File: config.mk
export PLATFORM = sky130hd
export DESIGN_NAME = edoc_ctrl
export DESIGN_NICKNAME = d
export VERILOG_FILES = /design/src/verilog/edoc_ctrl.v /design/src/verilog/edoc_timer.v
export VERILOG_INCLUDE_DIRS = /design/src /design/src/common
export SDC_FILE = /design/constraint.sdc
export NUM_CORES = 1
export LEC_CHECK = 0
export ABC_AREA = 1
export BUFFER_PORTS_ARGS = -buffer_cell sky130_fd_sc_hd__buf_2
export CORE_ASPECT_RATIO = 1.4
export CORE_MARGIN = 5
export CORE_UTILIZATION = 35
export CTS_CLUSTER_DIAMETER = 150
export CTS_CLUSTER_SIZE = 24
export DETAILED_ROUTE_END_ITERATION = 8
export PLACE_DENSITY = 0.63
export SETUP_SLACK_MARGIN = 0.2
export SLEW_MARGIN = 20
export SYNTH_ARGS = -nofsm -noshare
export SYNTH_HDL_FRONTEND = slang
export SYNTH_SLANG_ARGS = --single-unit
File: constraint.sdc
create_clock -name clk_i -period 6.3 [get_ports clk_i]
set_input_delay 0 -clock clk_i [delete_from_list [all_inputs] [get_ports clk_i]]
set_output_delay 0 -clock clk_i [all_outputs]
set_load 0.005 [all_outputs]
File: src/common/edoc_defs.vh
/*
  Timing constants for the extended-output-page memory controller.
  Assumes a 40 MHz clock (25 ns); all counts except EDOC_INIT_CYCLES are derived from times in ns.
*/
`ifndef EDOC_DEFS_VH
`define EDOC_DEFS_VH

`define EDOC_CLK_NS 25
// Access windows (minimum, rounded up)
`define EDOC_T_ACTIVE_NS 60
`define EDOC_T_ACTIVE_CYC ((`EDOC_T_ACTIVE_NS + `EDOC_CLK_NS - 1) / `EDOC_CLK_NS)
`define EDOC_T_PRECHARGE_NS 40
`define EDOC_T_PRECHARGE_CYC ((`EDOC_T_PRECHARGE_NS + `EDOC_CLK_NS - 1) / `EDOC_CLK_NS)
`define EDOC_T_ROW_TO_COL_NS 14
`define EDOC_T_ROW_TO_COL_CYC ((`EDOC_T_ROW_TO_COL_NS + `EDOC_CLK_NS - 1) / `EDOC_CLK_NS)
`define EDOC_T_ROW_ACCESS_NS 60
`define EDOC_T_ROW_ACCESS_CYC ((`EDOC_T_ROW_ACCESS_NS + `EDOC_CLK_NS - 1) / `EDOC_CLK_NS)
`define EDOC_T_COL_STROBE_NS 15
`define EDOC_T_COL_STROBE_CYC ((`EDOC_T_COL_STROBE_NS + `EDOC_CLK_NS - 1) / `EDOC_CLK_NS)
`define EDOC_T_COL_PRE_NS 10
`define EDOC_T_COL_PRE_CYC ((`EDOC_T_COL_PRE_NS + `EDOC_CLK_NS - 1) / `EDOC_CLK_NS)
// Refresh: 1,024 rows per 16 ms, longest spacing rounded down
`define EDOC_ROWS 1024
`define EDOC_RETENTION_US 16000
`define EDOC_REFRESH_NS ((`EDOC_RETENTION_US * 1000) / `EDOC_ROWS)
`define EDOC_REFRESH_CYC (`EDOC_REFRESH_NS / `EDOC_CLK_NS)
// Power-up pause and wake-up cycles
`define EDOC_POWERUP_US 200
`define EDOC_POWERUP_CYC ((`EDOC_POWERUP_US * 1000) / `EDOC_CLK_NS)
`define EDOC_INIT_CYCLES 8
// Self refresh hold, minimum
`define EDOC_SELF_HOLD_US 100
`define EDOC_SELF_HOLD_CYC ((`EDOC_SELF_HOLD_US * 1000) / `EDOC_CLK_NS)
`define EDOC_CNT_W 16

`endif

File: src/verilog/edoc_ctrl.v
/*
  Controller that drives an asynchronous extended-output-page dynamic memory:
  power-up, word/byte reads and writes, page bursts, timed counter refresh, self refresh.
  Assumes the memory pins are driven straight from flops and data in passes a 2-flop sync.
*/
`timescale 1ns/100ps
`include "edoc_defs.vh"
module edoc_ctrl #(
  parameter REFRESH_CYC = `EDOC_REFRESH_CYC,
  parameter POWERUP_CYC = `EDOC_POWERUP_CYC,
  parameter SELF_HOLD_CYC = `EDOC_SELF_HOLD_CYC
) (
  input wire clk_i,
  input wire rst_i,
  input wire req_valid_i,
  input wire req_write_i,
  input wire req_last_i,
  input wire [1:0] req_byte_en_i,
  input wire [9:0] req_row_i,
  input wire [9:0] req_col_i,
  input wire [15:0] req_wdata_i,
  input wire self_refresh_i,
  input wire [15:0] mem_dq_i,
  output reg req_ready_o,
  output reg rsp_valid_o,
  output reg [15:0] rsp_rdata_o,
  output reg init_done_o,
  output reg in_self_refresh_o,
  output reg row_strobe_n_o,
  output reg lower_byte_column_strobe_n_o,
  output reg upper_byte_column_strobe_n_o,
  output reg write_enable_n_o,
  output reg output_enable_n_o,
  output reg [9:0] mem_addr_o,
  output reg [15:0] mem_dq_o,
  output reg mem_dq_oe_n_o
);
  localparam W = `EDOC_CNT_W;
  // Counts kept 32 bits wide and sliced at use, so no bits are dropped silently
  localparam [31:0] ACT_CYC32 = `EDOC_T_ACTIVE_CYC;
  localparam [31:0] RTC_CYC32 = `EDOC_T_ROW_TO_COL_CYC;
  localparam [31:0] INIT_CYC32 = `EDOC_INIT_CYCLES;
  localparam [3:0] S_PWR = 4'h0, S_INIT = 4'h1, S_IDLE = 4'h2, S_ROW = 4'h3, S_COL = 4'h4,
    S_COLEND = 4'h5, S_CLOSE = 4'h6, S_PRE = 4'h7, S_CBR = 4'h8, S_SELF = 4'h9;
  reg [3:0] st_q;
  reg [15:0] sync1_q, sync2_q;
  reg [31:0] ref_cnt_q;
  reg ref_pend_q;
  reg [3:0] init_cnt_q;
  reg write_q;
  reg last_q;
  reg tload;
  reg [W-1:0] tval;
  wire tdone;
  reg [31:0] pwr_cnt_q;
  reg act_load;
  wire act_done;

  edoc_timer #(.W(W)) u_wait (.clk_i(clk_i), .rst_i(rst_i), .load_i(tload), .value_i(tval), .done_o(tdone));
  // Separate timer guards minimum row-low time across the page
  edoc_timer #(.W(W)) u_act (.clk_i(clk_i), .rst_i(rst_i), .load_i(act_load),
    .value_i(ACT_CYC32[W-1:0]), .done_o(act_done));

  // Data pins come from outside the clock domain
  always @(posedge clk_i or posedge rst_i) begin
    if (rst_i) begin
      sync1_q <= 16'h0000;
      sync2_q <= 16'h0000;
    end else begin
      sync1_q <= mem_dq_i;
      sync2_q <= sync1_q;
    end
  end

  // Distributed refresh timer; pending flag set wins over clear
  always @(posedge clk_i or posedge rst_i) begin
    if (rst_i) begin
      ref_cnt_q <= 32'h0000_0000;
      ref_pend_q <= 1'b0;
    end else begin
      if (ref_cnt_q >= REFRESH_CYC - 1) begin
        ref_cnt_q <= 32'h0000_0000;
        ref_pend_q <= 1'b1;
      end else begin
        ref_cnt_q <= ref_cnt_q + 32'h0000_0001;
        if (st_q == S_CBR && tdone)
          ref_pend_q <= 1'b0;
      end
    end
  end

  always @* begin
    tload = 1'b0;
    tval = {W{1'b0}};
    act_load = 1'b0;
    case (st_q)
      // Mirrors the idle priority below: refresh and self refresh win over access
      S_IDLE: if (tdone && !ref_pend_q && !self_refresh_i && req_valid_i && init_done_o) begin
        tload = 1'b1;
        tval = RTC_CYC32[W-1:0];
        act_load = 1'b1;
      end
      default: ;
    endcase
  end

  always @(posedge clk_i or posedge rst_i) begin
    if (rst_i) begin
      st_q <= S_PWR;
      pwr_cnt_q <= 32'h0000_0000;
      init_cnt_q <= 4'h0;
      write_q <= 1'b0;
      last_q <= 1'b1;
      req_ready_o <= 1'b0;
      rsp_valid_o <= 1'b0;
      rsp_rdata_o <= 16'h0000;
      init_done_o <= 1'b0;
      in_self_refresh_o <= 1'b0;
      row_strobe_n_o <= 1'b1;
      lower_byte_column_strobe_n_o <= 1'b1;
      upper_byte_column_strobe_n_o <= 1'b1;
      write_enable_n_o <= 1'b1;
      output_enable_n_o <= 1'b1;
      mem_addr_o <= 10'h000;
      mem_dq_o <= 16'h0000;
      mem_dq_oe_n_o <= 1'b1;
    end else begin
      rsp_valid_o <= 1'b0;
      req_ready_o <= 1'b0;
      pwr_cnt_q <= pwr_cnt_q + 32'h0000_0001;
      case (st_q)
        S_PWR: if (pwr_cnt_q >= POWERUP_CYC) begin
          st_q <= S_INIT;
          pwr_cnt_q <= 32'h0000_0000;
        end
        S_INIT: begin
          // Wake-up cycles are counter refreshes so no address is needed
          if (init_cnt_q == INIT_CYC32[3:0]) begin
            init_done_o <= 1'b1;
            st_q <= S_IDLE;
          end else begin
            init_cnt_q <= init_cnt_q + 4'h1;
            lower_byte_column_strobe_n_o <= 1'b0;
            upper_byte_column_strobe_n_o <= 1'b0;
            pwr_cnt_q <= 32'h0000_0000;
            st_q <= S_CBR;
          end
        end
        S_IDLE: begin
          // Refresh takes priority at cycle boundaries only
          if (ref_pend_q || (self_refresh_i && init_done_o)) begin
            lower_byte_column_strobe_n_o <= 1'b0;
            upper_byte_column_strobe_n_o <= 1'b0;
            mem_dq_oe_n_o <= 1'b1;
            pwr_cnt_q <= 32'h0000_0000;
            st_q <= S_CBR;
          end else if (req_valid_i && init_done_o && tdone) begin
            mem_addr_o <= req_row_i;
            row_strobe_n_o <= 1'b0;
            st_q <= S_ROW;
          end
        end
        S_ROW: if (tdone) begin
          mem_addr_o <= req_col_i;
          st_q <= S_COL;
        end
        S_COL: begin
          write_q <= req_write_i;
          last_q <= req_last_i;
          if (req_write_i) begin
            mem_dq_o <= req_wdata_i;
            mem_dq_oe_n_o <= 1'b0;
            write_enable_n_o <= 1'b0;
            output_enable_n_o <= 1'b1;
          end else begin
            mem_dq_oe_n_o <= 1'b1;
            write_enable_n_o <= 1'b1;
            output_enable_n_o <= 1'b0;
          end
          lower_byte_column_strobe_n_o <= ~req_byte_en_i[0];
          upper_byte_column_strobe_n_o <= ~req_byte_en_i[1];
          req_ready_o <= 1'b1;
          pwr_cnt_q <= 32'h0000_0000;
          st_q <= S_COLEND;
        end
        S_COLEND: if (pwr_cnt_q >= `EDOC_T_ROW_ACCESS_CYC - 1) begin
          if (!write_q) begin
            rsp_rdata_o <= sync2_q;
            rsp_valid_o <= 1'b1;
          end
          lower_byte_column_strobe_n_o <= 1'b1;
          upper_byte_column_strobe_n_o <= 1'b1;
          write_enable_n_o <= 1'b1;
          mem_dq_oe_n_o <= 1'b1;
          st_q <= S_CLOSE;
        end
        S_CLOSE: begin
          // Row stays open for the next column until the taken one was last; a due refresh closes it
          if (req_valid_i && !last_q && !ref_pend_q && !write_q) begin
            mem_addr_o <= req_col_i;
            st_q <= S_COL;
          end else if (req_valid_i && !last_q && !ref_pend_q) begin
            mem_addr_o <= req_col_i;
            st_q <= S_COL;
          end else if (act_done && (last_q || ref_pend_q || self_refresh_i)) begin
            row_strobe_n_o <= 1'b1;
            output_enable_n_o <= 1'b1;
            pwr_cnt_q <= 32'h0000_0000;
            st_q <= S_PRE;
          end
        end
        // Wake-up refreshes return to the init counter, not to idle
        S_PRE: if (pwr_cnt_q >= `EDOC_T_PRECHARGE_CYC - 1) st_q <= init_done_o ? S_IDLE : S_INIT;
        S_CBR: begin
          // Column strobes settle low one cycle before the row strobe falls
          row_strobe_n_o <= 1'b0;
          if (pwr_cnt_q >= `EDOC_T_ACTIVE_CYC && self_refresh_i && init_done_o) begin
            st_q <= S_SELF;
            pwr_cnt_q <= 32'h0000_0000;
          end else if (pwr_cnt_q >= `EDOC_T_ACTIVE_CYC) begin
            row_strobe_n_o <= 1'b1;
            lower_byte_column_strobe_n_o <= 1'b1;
            upper_byte_column_strobe_n_o <= 1'b1;
            pwr_cnt_q <= 32'h0000_0000;
            st_q <= S_PRE;
          end
        end
        S_SELF: begin
          if (pwr_cnt_q >= SELF_HOLD_CYC) in_self_refresh_o <= 1'b1;
          if (!self_refresh_i && pwr_cnt_q >= SELF_HOLD_CYC) begin
            row_strobe_n_o <= 1'b1;
            lower_byte_column_strobe_n_o <= 1'b1;
            upper_byte_column_strobe_n_o <= 1'b1;
            in_self_refresh_o <= 1'b0;
            pwr_cnt_q <= 32'h0000_0000;
            st_q <= S_PRE;
          end
        end
        default: st_q <= S_IDLE;
      endcase
    end
  end
endmodule

File: src/verilog/edoc_timer.v
/*
  Down-counting wait timer used for the row-to-column and row-active delays.
  Assumes load and count share clk_i; load wins over counting.
*/
`timescale 1ns/100ps
module edoc_timer #(
  parameter W = 16
) (
  input wire clk_i,
  input wire rst_i,
  input wire load_i,
  input wire [W-1:0] value_i,
  output reg done_o
);
  reg [W-1:0] cnt_q;
  always @(posedge clk_i or posedge rst_i) begin
    if (rst_i) begin
      cnt_q <= {W{1'b0}};
      done_o <= 1'b1;
    end else if (load_i) begin
      cnt_q <= value_i;
      done_o <= (value_i == {W{1'b0}});
    end else if (cnt_q != {W{1'b0}}) begin
      cnt_q <= cnt_q - {{(W-1){1'b0}}, 1'b1};
      done_o <= (cnt_q == {{(W-1){1'b0}}, 1'b1});
    end
  end
endmodule

=== Word-level counts from Yosys, hierarchy flattened ===
Index checks and enable logic that the tools add are counted.

* $add $sub $neg: 5
* Order comparisons: 6
* Eq/ne operators: 30
* Mux-type cells: 74
* Bitwise operators: 4
* Reduce and logical (&&, ||, !) cells: 48

{| class="wikitable"
|+ Operator list
! kind !! number
|-
| 32-bit 2-to-1 mux || 10
|-
| 32-bit one-hot mux with 7 select lines || 1
|-
| 32-bit by 1-bit adder with 32-bit output (second input constant) || 2
|-
| 32-bit by 2-bit >= comparator with 1-bit output (second input constant) || 2
|-
| 16-bit 2-to-1 mux || 4
|-
| 4-bit 2-to-1 mux || 13
|-
| 10-bit 2-to-1 mux || 5
|-
| 4-bit one-hot mux with 10 select lines || 1
|-
| 16-bit by 1-bit == test with 1-bit output (second input constant) || 2
|-
| 32-bit by 1-bit >= comparator with 1-bit output (second input constant) || 1
|-
| 32-bit by 10-bit >= comparator with 1-bit output (second input constant) || 1
|-
| 32-bit by 12-bit >= comparator with 1-bit output (second input constant) || 1
|-
| 32-bit by 13-bit >= comparator with 1-bit output (second input constant) || 1
|-
| 1-bit 2-to-1 mux || 32
|-
| 16-bit nonzero test || 2
|-
| 16-bit by 1-bit subtractor with 16-bit output (second input constant) || 2
|-
| 10-bit one-hot mux with 3 select lines || 1
|-
| 2-bit inequality test (second input constant) || 12
|-
| 4-bit by 3-bit == test with 1-bit output (second input constant) || 4
|-
| 16-bit logical NOT || 1
|-
| 1-bit logical AND || 15
|-
| 7-bit AND reduction || 2
|-
| 4-bit == test (second input constant) || 3
|-
| 1-bit one-hot mux with 6 select lines || 2
|-
| other kinds (24) || 47
|}

* Register bits after elaboration: 193
* Input bits: 60
* Output and inout bits: 52
* Logic and storage cells: 193

=== Depth between registers and ports, before layout ===
Gate-level depths: netlist of run 1.

* Depth in word-level cells: 9
* Depth in mapped cells: 13
* Depth with buffers taken out: 13

=== Modules after synthesis ===
A second synthesis of run 1 with hierarchy kept.

* Cells, all modules: 1199
* Area total of the unflattened synthesis: 9766.9 sq um

{| class="wikitable"
|+ By module, submodules not included
! module !! instances !! cells an instance !! area an instance (sq um) !! sequential area each (sq um)
|-
| edoc_ctrl || 1 || 845 || 7319.5 || 3987.6
|-
| edoc_timer || 2 || 177 || 1223.7 || 426.7
|}

=== Least setup slack after synthesis of run 1 ===
Ideal clock, no wire load.

* Path kind: register -> register
* From: reg u_act.cnt_q[0]
* To: reg u_act.cnt_q[14]
* Setup time: 122 ps
* Arrival time: 1643 ps
* Required time: 6178 ps
* Slack: 4535 ps
* Cell stages (with the launch flop): 11
* Buffers on the path: 0
* Path through: dfrtp_1 -> inv_1 -> ha_1 -> inv_1 -> nor3_1 -> inv_1 -> nor2_4 -> inv_1 -> nand2_1 -> xor2_1 -> nor2_1

* Word-level cells in the longest chain between the ends: 3

{| class="wikitable"
|+ RTL lines
! what !! line !! RTL
|-
| from (decl) || edoc_timer.v:15 || <nowiki>reg [W-1:0] cnt_q;</nowiki>
|-
| from (signal assigned) || edoc_timer.v:18 || <nowiki>cnt_q <= {W{1'b0}};</nowiki>
|-
| from (signal assigned) || edoc_timer.v:21 || <nowiki>cnt_q <= value_i;</nowiki>
|-
| from (signal assigned) || edoc_timer.v:24 || <nowiki>cnt_q <= cnt_q - {{(W-1){1'b0}}, 1'b1};</nowiki>
|-
| 16-bit by 1-bit subtractor with 16-bit output || edoc_timer.v:24 ||
|-
| 16-bit 2-to-1 mux || edoc_timer.v:23 || <nowiki>end else if (cnt_q != {W{1'b0}}) begin</nowiki>
|-
| 16-bit 2-to-1 mux || edoc_timer.v:20 || <nowiki>end else if (load_i) begin</nowiki>
|}

Parallel ways exist; a longest one is shown, timed or not. The select of a mux whose other input is x is not followed.
A chain may end at the register's enable or synchronous reset.

=== Final worst setup path of run 1 ===
* From: reg st_q[3]
* To: reg u_act.cnt_q[1]

* Word-level cells in the longest chain between the ends: 3

{| class="wikitable"
|+ RTL lines
! what !! line !! RTL
|-
| from (decl) || edoc_ctrl.v:45 || <nowiki>reg [3:0] st_q;</nowiki>
|-
| from (signal assigned) || edoc_ctrl.v:213 || <nowiki>S_PRE: if (pwr_cnt_q >= `EDOC_T_PRECHARGE_CYC - 1) st_q <= init_done_o ? S_IDLE : S_INIT;</nowiki>
|-
| 4-bit by 2-bit == test with 1-bit output (*) || edoc_ctrl.v:96 || <nowiki>case (st_q)</nowiki>
|-
| 1-bit 2-to-1 mux (*) || edoc_ctrl.v:96 ||
|-
| 16-bit 2-to-1 mux / 2-bit nonzero test (equally long branches) || n/a ||
|}

Every way passes the cells marked *; elsewhere a longest branch is shown, timed or not.

==> results.yml, run 1 <==
sta:
  grt_setup_unrepaired: "false"
  max_freq_ghz: 0.413
  finalSetupViolations: 0
  finalHoldViolations: 0
  layout_min_cycle_time_ns: 2.42
  fin_setup_tns_ns: 0
  max_slew_margin: 0.329
  finClkSkew_ns: 0.0110
  period_share: 0.384
  slew_viol_final: 0
  worst-slew-pin-transition_ns: 0.999
setup_path:
  cp-end-kind: "register"
  crit_path_start: "st_q[3]"
  path_max_fanout: 19
  critPathKind: "reg2reg"
  cp.arrival_ns: 2.78
  start_kind: "register"
  worstReg2RegStart: "st_q[3]"
  r2r_cells: 7
  r2r-end: "u_act.cnt_q[1]"
  required_ns: 6.66
  ff2ff_setup_slack_ns: 3.88
  endpoint: "u_act.cnt_q[1]"
synthesis:
  ys_seq_area_frac: 0.550
  synth_fa_ha_area_frac: 0.0156
  synth_compound_area_frac: 0.0608
  synth.distinct_cells: 43
  synthArstFlopShare: 1.00
  synthesis.area_sq_um: 8800
  synth_top_cell_by_area: "dfrtp_1"
  netlist_instances: 1025
  avgSynthCellArea_sq_um: 8.59
  synth-simple-area-share: 0.254
  synth_mux_area_frac: 0.0114
  synth-main-ff-cell: "dfrtp_1"
  synth_xor_xnor_area_share: 0.0438
  synth_seq_cells: 193
  synth_top_family_by_area: "simple AND/OR/NAND/NOR gates"
  synth_warnings: 0
  synth_top_area_share: 0.523
  synth.area.top_cells: "dfrtp_1 (52%), nand2_1 (10%), nor2_1 (7.3%), inv_1 (5.2%), xor2_1 (3.4%)"
  synth_edf_count: 0
detailed_routing:
  wirelength_um: 20200
  avgRoutedWirePerCell_um: 13.0
  via_per_inst: 4.56
  postRouteAntennaNets: 0
  drc: 0
  drtIter0Drc: 330
  vias: 7072
  drt-pass1-iter-count: 4
pwr:
  powerDensity_nw_per_um2: 325
  power_switching_mw: 1.20
  combPwrFrac: 0.260
  p_int_mw: 2.36
  power_leakage_nw: 5.36
  total_power_mw: 3.56
  max-vdd-ir-drop_v: 0.000227
  p_clk_frac: 0.302
  power_frac_seq: 0.438
  swShare: 0.338
floorplanning:
  std_cell_rows: 68
  initial_core_util: 0.356
  die_w_um: 144
  pin_count: 112
  die-area_sq_um: 28500
  core_area_sq_um: 24800
  fp.dieH_um: 198
global_route:
  grtUsageTotal: 0.145
  grt_pass1_vias: 7111
  grt.overflow.total: 0
  grt_max_degree: 123
  antenna_found_initial: 0
  grt_pass1_wl_um: 33600
clock_network:
  cts.clk_slew.worst_paths_ns: 0.07
  cts_buffers: 17
  postCtsHoldBufs: 58
  cts_sinks: 193
  clock-root-buffer: "clkbuf_16"
  htreeDepth: 4
  post-cts-setup-buffers: 0
  clk_latency_ns: 0.44
  cts_resized: 0
  clockBufferDepth: 2
  cts_tree: "done"
placed_design:
  portBuffers: 111
  placed_cells: 1461
  dp_hpwl_um: 14200
  routabilityCongestion: 0.879
final_layout:
  area_growth_pct: 24.4
  drive_above_1_share: 0.145
  nNetsFinal: 1294
  antenna_cells: 0
  fin_cells: 1551
job:
  cap_violations: 0
min_path:
  hp-class: "in2reg"
outcome:
  status: "complete, no violations"
[layout make-up]
class	instances	area [sq um]
clock buffers	18	439
clock inverters	14	153
fillers	2354	13800
inverters	126	480
multi-input cells	713	3480
flip-flops and latches	193	4840
well taps	315	394
repair buffers	172	1160
[worst max-delay path: stages (launching register included)]
cell and delay (ns):
dfrtp_1 0.44, nor2_1 0.28, nand2_2 0.16, nor4_4 0.77
inv_2 0.32, nand2_1 0.19, nor2_1 0.05, a31oi_1 0.12
[per-layer routing]
metal,global-route usage,part of all wire,vias to the layer above
met5,0,0,-
met4,0.0593,0.028,0
met3,0.0291,0.034,44
met2,0.257,0.53,119
met1,0.170,0.41,3290
li1,-,-,3619
[power by group through the flow]
stage / clock, mW / combinational [mW] / sequential, mW
floorplan: 0 / 0.610 / 1.57
global placement: 0 / 0.872 / 1.57
detailed placement: 0 / 0.879 / 1.58
CTS: 1.10 / 0.931 / 1.56
global route: 1.15 / 1.06 / 1.59
finish: 1.07 / 0.926 / 1.56
[synthesized netlist by cell type (2+ instances only)]
master,n
o2111ai_1,2
nand2_2,2
nand3_1,49
a21oi_1,36
o21bai_1,3
buf_2,5
dfstp_2,9
ha_1,11
nor2_2,5
or2_2,4
nand3b_1,2
nand2_1,236
clkbuf_1,3
dfrtp_1,184
nor4_1,2
mux2i_1,10
xnor2_1,10
o21ai_1,2
a31oi_1,2
o22ai_1,3
xor2_1,34
o21ai_0,40
nor3_1,30
nor2_4,4
o21a_1,4
inv_2,4
nand4_1,19
inv_1,121
buf_6,4
nor2_1,172
[kinds of logic (layout without fill, tap and decap cells)]
kind of cell             count (synthesis)  in the layout
multiplexers                            10             10
AND/OR/NAND/NOR                        529            529
other                                    1             22
buffers and inverters                  140            330
adder cells (fa/ha/maj)                 11             11
flip-flops                             193            193
XOR/XNOR                                44             44
AO/OA/AOI/OAI                           97             97
[placed cells by master (no fill, tap or decap), drive strengths merged, types with 11 or more instances in the layout]
cell type	synthesis	final
dlygate4sd3	0	58
nand2	238	238
inv	125	130
nand4	19	19
ha	11	11
dfrtp	184	184
a21oi	36	36
nor3	31	31
xor2	34	34
o21ai	43	43
clkbuf	4	18
nor2	181	181
conb	1	22
buf	10	114
nand3	49	49
[per-stage QoR]
step / util / worst slack [ns] / instance area (sq um) / hold slack, ns
finish: 0.442 / 3.88 / 10900 / 0.133
global route: 0.442 / 3.67 / 10900 / 0.181
CTS: 0.442 / 3.83 / 10900 / 0.114
detailed placement: 0.394 / 3.84 / 9770 / 0.110
global placement: 0.394 / 3.95 / 9770 / 0.109
floorplan: - / 1.06 / 8880 / 0.0314
[sequential cells by signal (all words and copies together), names as in the netlist, 4 cells and up]
signal,cells
sync2_q,16
mem_dq_o,16
st_q,4
init_cnt_q,4
u_act.cnt_q,16
sync1_q,16
pwr_cnt_q,32
mem_addr_o,10
rsp_rdata_o,16
u_wait.cnt_q,16
ref_cnt_q,32
[how the worst min path moves through the flow]
stage	startpoint	cells after the start	endpoint
floorplan	mem_dq_i[0]	0	sync1_q[0]
detailed placement	mem_dq_i[1]	1	sync1_q[1]
finish	req_valid_i	6	row_strobe_n_o
CTS	req_valid_i	6	row_strobe_n_o
global route	req_valid_i	4	u_act.cnt_q[14]
global placement	mem_dq_i[4]	1	sync1_q[4]
Note: power is estimated with default switching activity, not from simulation.
==> inputs of run 2 (changes only) <==
Settings changed: PLACE_DENSITY 0.63 to 0.65.
Clock period 6.3 ns to 2.1 ns, I/O delays scaled along.
==> run 2 against run 1 <==
Cell count increased by 3.2%. Critical path depth increased by 1. Core utilization is 2.5 points higher. Clock-buffer cell count rose by 2. Clock power rose to 2.9 times the previous value. Sequential cell count is the same. Die area unchanged.
==> results.yml, run 2 (synthesis results as in run 1) <==
final_layout:
  fin_cells: 1600
  final_cell_mix: "nand2_1 (230), dfrtp_1 (180), nor2_1 (156)"
  reg.largest.list: "pwr_cnt_q (32), ref_cnt_q (32)"
  fillers: 2316
  mostFrequentLayoutCell: "nand2_1"
  drive_above_1_share: 0.206
  area_growth_pct: 31.4
  nNetsFinal: 1341
setup_path:
  cp-end-kind: "register"
  crit_path_start: "st_q[0]"
  cp.arrival_ns: 2.21
  critPathKind: "reg2reg"
  start_kind: "register"
  worstReg2RegStart: "st_q[0]"
  path_max_fanout: 10
  required_ns: 2.46
pwr:
  total_power_mw: 11.4
  powerDensity_nw_per_um2: 984
  max-vdd-ir-drop_v: 0.000597
  power_leakage_nw: 5.64
detailed_routing:
  drtIter0Drc: 473
  drt-pass1-iter-count: 5
  wirelength_um: 21800
  via_per_inst: 4.65
  avgRoutedWirePerCell_um: 13.6
  vias: 7445
  drc: 0
  postRouteAntennaNets: 0
global_route:
  grt_pass1_vias: 7492
  grtUsageTotal: 0.153
  grt_pass1_wl_um: 34900
  antenna_found_initial: 0
  grt_max_degree: 73
  grt.overflow.total: 0
floorplanning:
  core_area_sq_um: 24800
  initial_core_util: 0.356
  pin_count: 112
  die_w_um: 144
  fp.dieH_um: 198
  die-area_sq_um: 28500
  std_cell_rows: 68
sta:
  setup_slack_ns: 0.252
  grt_setup_unrepaired: "true"
  max_slew_margin: 0.585
  worst-slew-pin-transition_ns: 0.622
  finClkSkew_ns: 0.0143
  layout_min_cycle_time_ns: 1.85
  slew_viol_final: 0
  finalHoldViolations: 0
  finalSetupViolations: 0
  fin_hold_ws_ns: 0.103
  period_share: 0.880
  max_freq_ghz: 0.541
placed_design:
  portBuffers: 111
  routabilityCongestion: 0.872
  place_ws_ns: -0.0444
  placed_cells: 1487
  dp_hpwl_um: 15000
clock_network:
  clock-root-buffer: "clkbuf_16"
  clockBufferDepth: 2
  htreeDepth: 4
  cts_tree: "done"
  cts_sinks: 193
  cts.clk_slew.worst_paths_ns: 0.07
  clk_latency_ns: 0.43
  cts_buffers: 17
outcome:
  status: "complete, no violations"
job:
  cap_violations: 0
min_path:
  hp-class: "in2async"
## run 2: where the power goes
group          switching, mW  leakage (nW)  total (mW)  internal [mW]
Sequential             0.374          2.37        4.68           4.31
Combinational           2.02          3.01        3.61           1.59
Clock                   1.43         0.259        3.09           1.66
## run 2: area by class of cell
cell class | instances | area (sq um) | share of cell area
Antenna cell | 2 | 5.00 | 0.000433
Clock buffer | 20 | 437 | 0.0378
Tap cell | 315 | 394 | 0.0341
Clock inverter | 12 | 124 | 0.0107
Sequential cell | 193 | 4850 | 0.419
Timing Repair Buffer | 218 | 1620 | 0.140
Inverter | 126 | 479 | 0.0414
Multi-Input combinational cell | 714 | 3650 | 0.316
## run 2: worst max-delay path, stage by stage, from the launching register on
cell and delay (ns):
dfrtp_2 0.40, buf_4 0.15, nand2_1 0.07, nor3_1 0.24, inv_1 0.16, a211oi_4 0.41, buf_6 0.20, nor2_1 0.05
a21oi_1 0.10
## run 2: worst paths after layout
| path | endpoint | slack, ns | cells past startpoint |
|---|---|---|---|
| hold / removal | u_wait.cnt_q[14] | 0.10 | 3 |
| hold reg to reg | sync2_q[8] | 0.34 | 0 |
| setup / recovery | mem_addr_o[9] | 0.25 | 8 |
| min in group clk_i | st_q[0] | 0.15 | 6 |
| setup reg to reg | mem_addr_o[9] | 0.25 | 8 |
| max in group asynchronous | write_enable_n_o | 1.29 | 4 |
## run 2: repair_timing
action	CTS	global route
resized for setup	12	51
hold buffers	58	0
buffers inserted	4	13
endpoints found under the hold margin	233	0
gates cloned	1	3
setup endpoints to repair	60	105
pin swaps	2	12
## run 2: per-layer routing
metal | global-route usage | wire, um | vias up
li1 | - | - | 3705
met1 | 0.171 | 8430 | 3509
met2 | 0.268 | 11600 | 167
met3 | 0.0317 | 794 | 64
met4 | 0.0830 | 979 | 0
met5 | 0 | 0 | -
## run 2: metrics by stage
step / util / area (sq um) / TNS, ns
2_1_floorplan: - / 8880 / -70.49
3_3_place_gp: 0.404 / 10000 / 0
3_5_place_dp: 0.404 / 10000 / -0.101
4_1_cts: 0.454 / 11200 / 0
5_1_grt: 0.467 / 11600 / 0
6_report: 0.467 / 11600 / 0
==> inputs of run 3 (changes only) <==
--- a/config.mk
+++ b/config.mk
@@ -15,5 +15,4 @@
 export CTS_CLUSTER_SIZE = 24
 export DETAILED_ROUTE_END_ITERATION = 8
-export PLACE_DENSITY = 0.65
 export SETUP_SLACK_MARGIN = 0.2
 export SLEW_MARGIN = 20
==> constraint.sdc (replaced) <==
create_clock -name clk_i -period 2.1 [get_ports clk_i]
set_input_delay 0.42 -clock clk_i [delete_from_list [all_inputs] [get_ports clk_i]]
set_output_delay 0.42 -clock clk_i [all_outputs]
set_load 0.005 [all_outputs]
==> run 3 against run 2 <==
Critical path depth is 3 higher. Clock power is 10% higher. Fmax hardly changed. Register-to-register slack hardly changed. Critical endpoint is now pwr_cnt_q[23]. Largest cell class unchanged. Global-route usage is 0.49 points lower. Total power hardly changed.
==> results.yml, run 3 (synthesis results as in run 1) <==
pwr:
  combPwrFrac: 0.291
  total_power_mw: 11.4
  max-vdd-ir-drop_v: 0.000761
  power_leakage_nw: 5.34
  power_frac_seq: 0.410
  swShare: 0.354
  power_switching_mw: 4.04
  p_int_mw: 7.35
  p_clk_frac: 0.299
  powerDensity_nw_per_um2: 1050
clock_network:
  htreeDepth: 4
  clockBufferDepth: 2
  clk_latency_ns: 0.44
  cts.clk_slew.worst_paths_ns: 0.08
  cts_buffers: 17
  clock-root-buffer: "clkbuf_16"
  cts_sinks: 193
  cts_tree: "done"
setup_path:
  ff2ff_setup_slack_ns: 0.25
  critPathKind: "reg2reg"
  path_max_fanout: 8
  worstReg2RegStart: "st_q[0]"
  r2r-end: "pwr_cnt_q[23]"
  cp-end-kind: "register"
  crit_path_start: "st_q[0]"
  r2r_cells: 11
  required_ns: 2.42
  cp.arrival_ns: 2.17
  endpoint: "pwr_cnt_q[23]"
  start_kind: "register"
final_layout:
  multi_input_area_sq_um: 3600
  mostFrequentLayoutCell: "nand2_1"
  area_growth_pct: 23.4
  final_cell_mix: "nand2_1 (232), dfrtp_1 (178), nor2_1 (159)"
  finalInstanceArea_sq_um: 10900
  seq_area_sq_um: 4850
  nNetsFinal: 1266
  fillers: 2411
  reg.largest.list: "pwr_cnt_q (32), ref_cnt_q (32)"
  drive_above_1_share: 0.200
sta:
  finClkSkew_ns: 0.0141
  period_share: 0.880
  layout_min_cycle_time_ns: 1.85
  fin_hold_ws_ns: 0.0770
  setup_slack_ns: 0.252
  finalSetupViolations: 0
  grt_setup_unrepaired: "true"
  finalHoldViolations: 0
  max_slew_margin: 0.598
  fin_setup_tns_ns: 0
  max_freq_ghz: 0.541
  worst-slew-pin-transition_ns: 0.603
  slew_viol_final: 0
detailed_routing:
  drtIter0Drc: 285
  postRouteAntennaNets: 0
  wirelength_um: 21000
  avgRoutedWirePerCell_um: 13.8
  drc: 0
  via_per_inst: 4.60
  drt-pass1-iter-count: 5
  vias: 7017
job:
  cap_violations: 0
floorplanning:
  pin_count: 112
  initial_core_util: 0.356
  die_w_um: 144
  fp.dieH_um: 198
  std_cell_rows: 68
  core_area_sq_um: 24800
  die-area_sq_um: 28500
global_route:
  grt.busiest_layer: "met2"
  grtUsageTotal: 0.148
  grt.overflow.total: 0
  grt_use_met3: 0.0249
  use_met1: 0.175
  antenna_found_initial: 3
  grt_pass1_vias: 7014
  grt_pass1_wl_um: 33800
  grt_util_met2: 0.258
  grt_max_degree: 107
placed_design:
  portBuffers: 111
  dpl_cell_area_sq_um: 9980
  place_ws_ns: 0.153
  routabilityCongestion: 0.930
  dp_hpwl_um: 15300
outcome:
  status: "complete, no violations"
min_path:
  hp-class: "in2async"
-- run 3: changes by cell type in the layout (fill, tap and decap cells not counted), moves of 3 or more --
cell / delta
buf_4: -9
dlygate4sd3_1: -58
clkbuf_1: -3
nor2_2: -5
nor2_1: +3
clkinvlp_4: -4
inv_12: +5
clkinv_8: +5
buf_6: -6
-- run 3: cell type report --
| cell class | instances | area share |
|---|---|---|
| antenna | 2 | 0.000461 |
| clock buffer | 17 | 0.0392 |
| clock inverter | 15 | 0.0195 |
| inverter | 126 | 0.0445 |
| multi-input combinational | 713 | 0.332 |
| sequential | 193 | 0.446 |
| tap | 315 | 0.0363 |
| timing repair buffer | 144 | 0.0821 |
-- run 3: critical path: stages (launching register included) --
cell	delay [ns]
dfrtp_2	0.49
inv_4	0.10
nor2_2	0.05
nand2_2	0.08
nor2_1	0.05
inv_1	0.11
nand2_2	0.09
a21oi_2	0.10
nand3b_1	0.12
nor2_4	0.26
clkbuf_16	0.23
nor2_1	0.05
-- run 3: per-layer routing --
metal  vias up  part of all wire  wire length (um)
met5         -           0.00086                18
met4         2             0.038               803
met3        57             0.040               832
met2       131              0.52             10800
met1      3270              0.41              8540
li1       3557                 -                 -
-- run 3: power by group through the flow --
stage               Combinational, mW  Sequential [mW]  Clock, mW
floorplan                        1.83             4.70          0
global placement                 2.85             4.72          0
detailed placement               2.88             4.73          0
CTS                              2.89             4.66       3.51
global route                     3.69             4.74       3.67
finish                           3.32             4.66       3.41
-- run 3: worst min path at each step --
| stage | to | slack, ns | depth (start not counted) |
|---|---|---|---|
| after floorplan | sync2_q[0] | 0.33 | 0 |
| after global routing | sync1_q[14] | 0.05 | 1 |
| after CTS | sync1_q[9] | 0.06 | 1 |
| final | mem_dq_o[9] | 0.08 | 3 |
| after detailed placement | sync2_q[8] | 0.34 | 0 |
| after global placement | sync2_q[3] | 0.33 | 0 |
-- run 3: what timing repair did --
action | in CTS | in global routing
endpoints found under the hold margin | 0 | 0
setup endpoints to repair | 4 | 94
gates resized for setup | 3 | 41
hold buffers | 0 | 0
pin swaps | 0 | 2
setup buffers | 0 | 5
gates cloned | 0 | 3
-- run 3: per-stage QoR --
stage,std cells,utilization
after floorplan,1046,-
after global placement,1483,0.403
after detailed placement,1483,0.403
after CTS,1515,0.429
after global routing,1525,0.439
final,1525,0.439
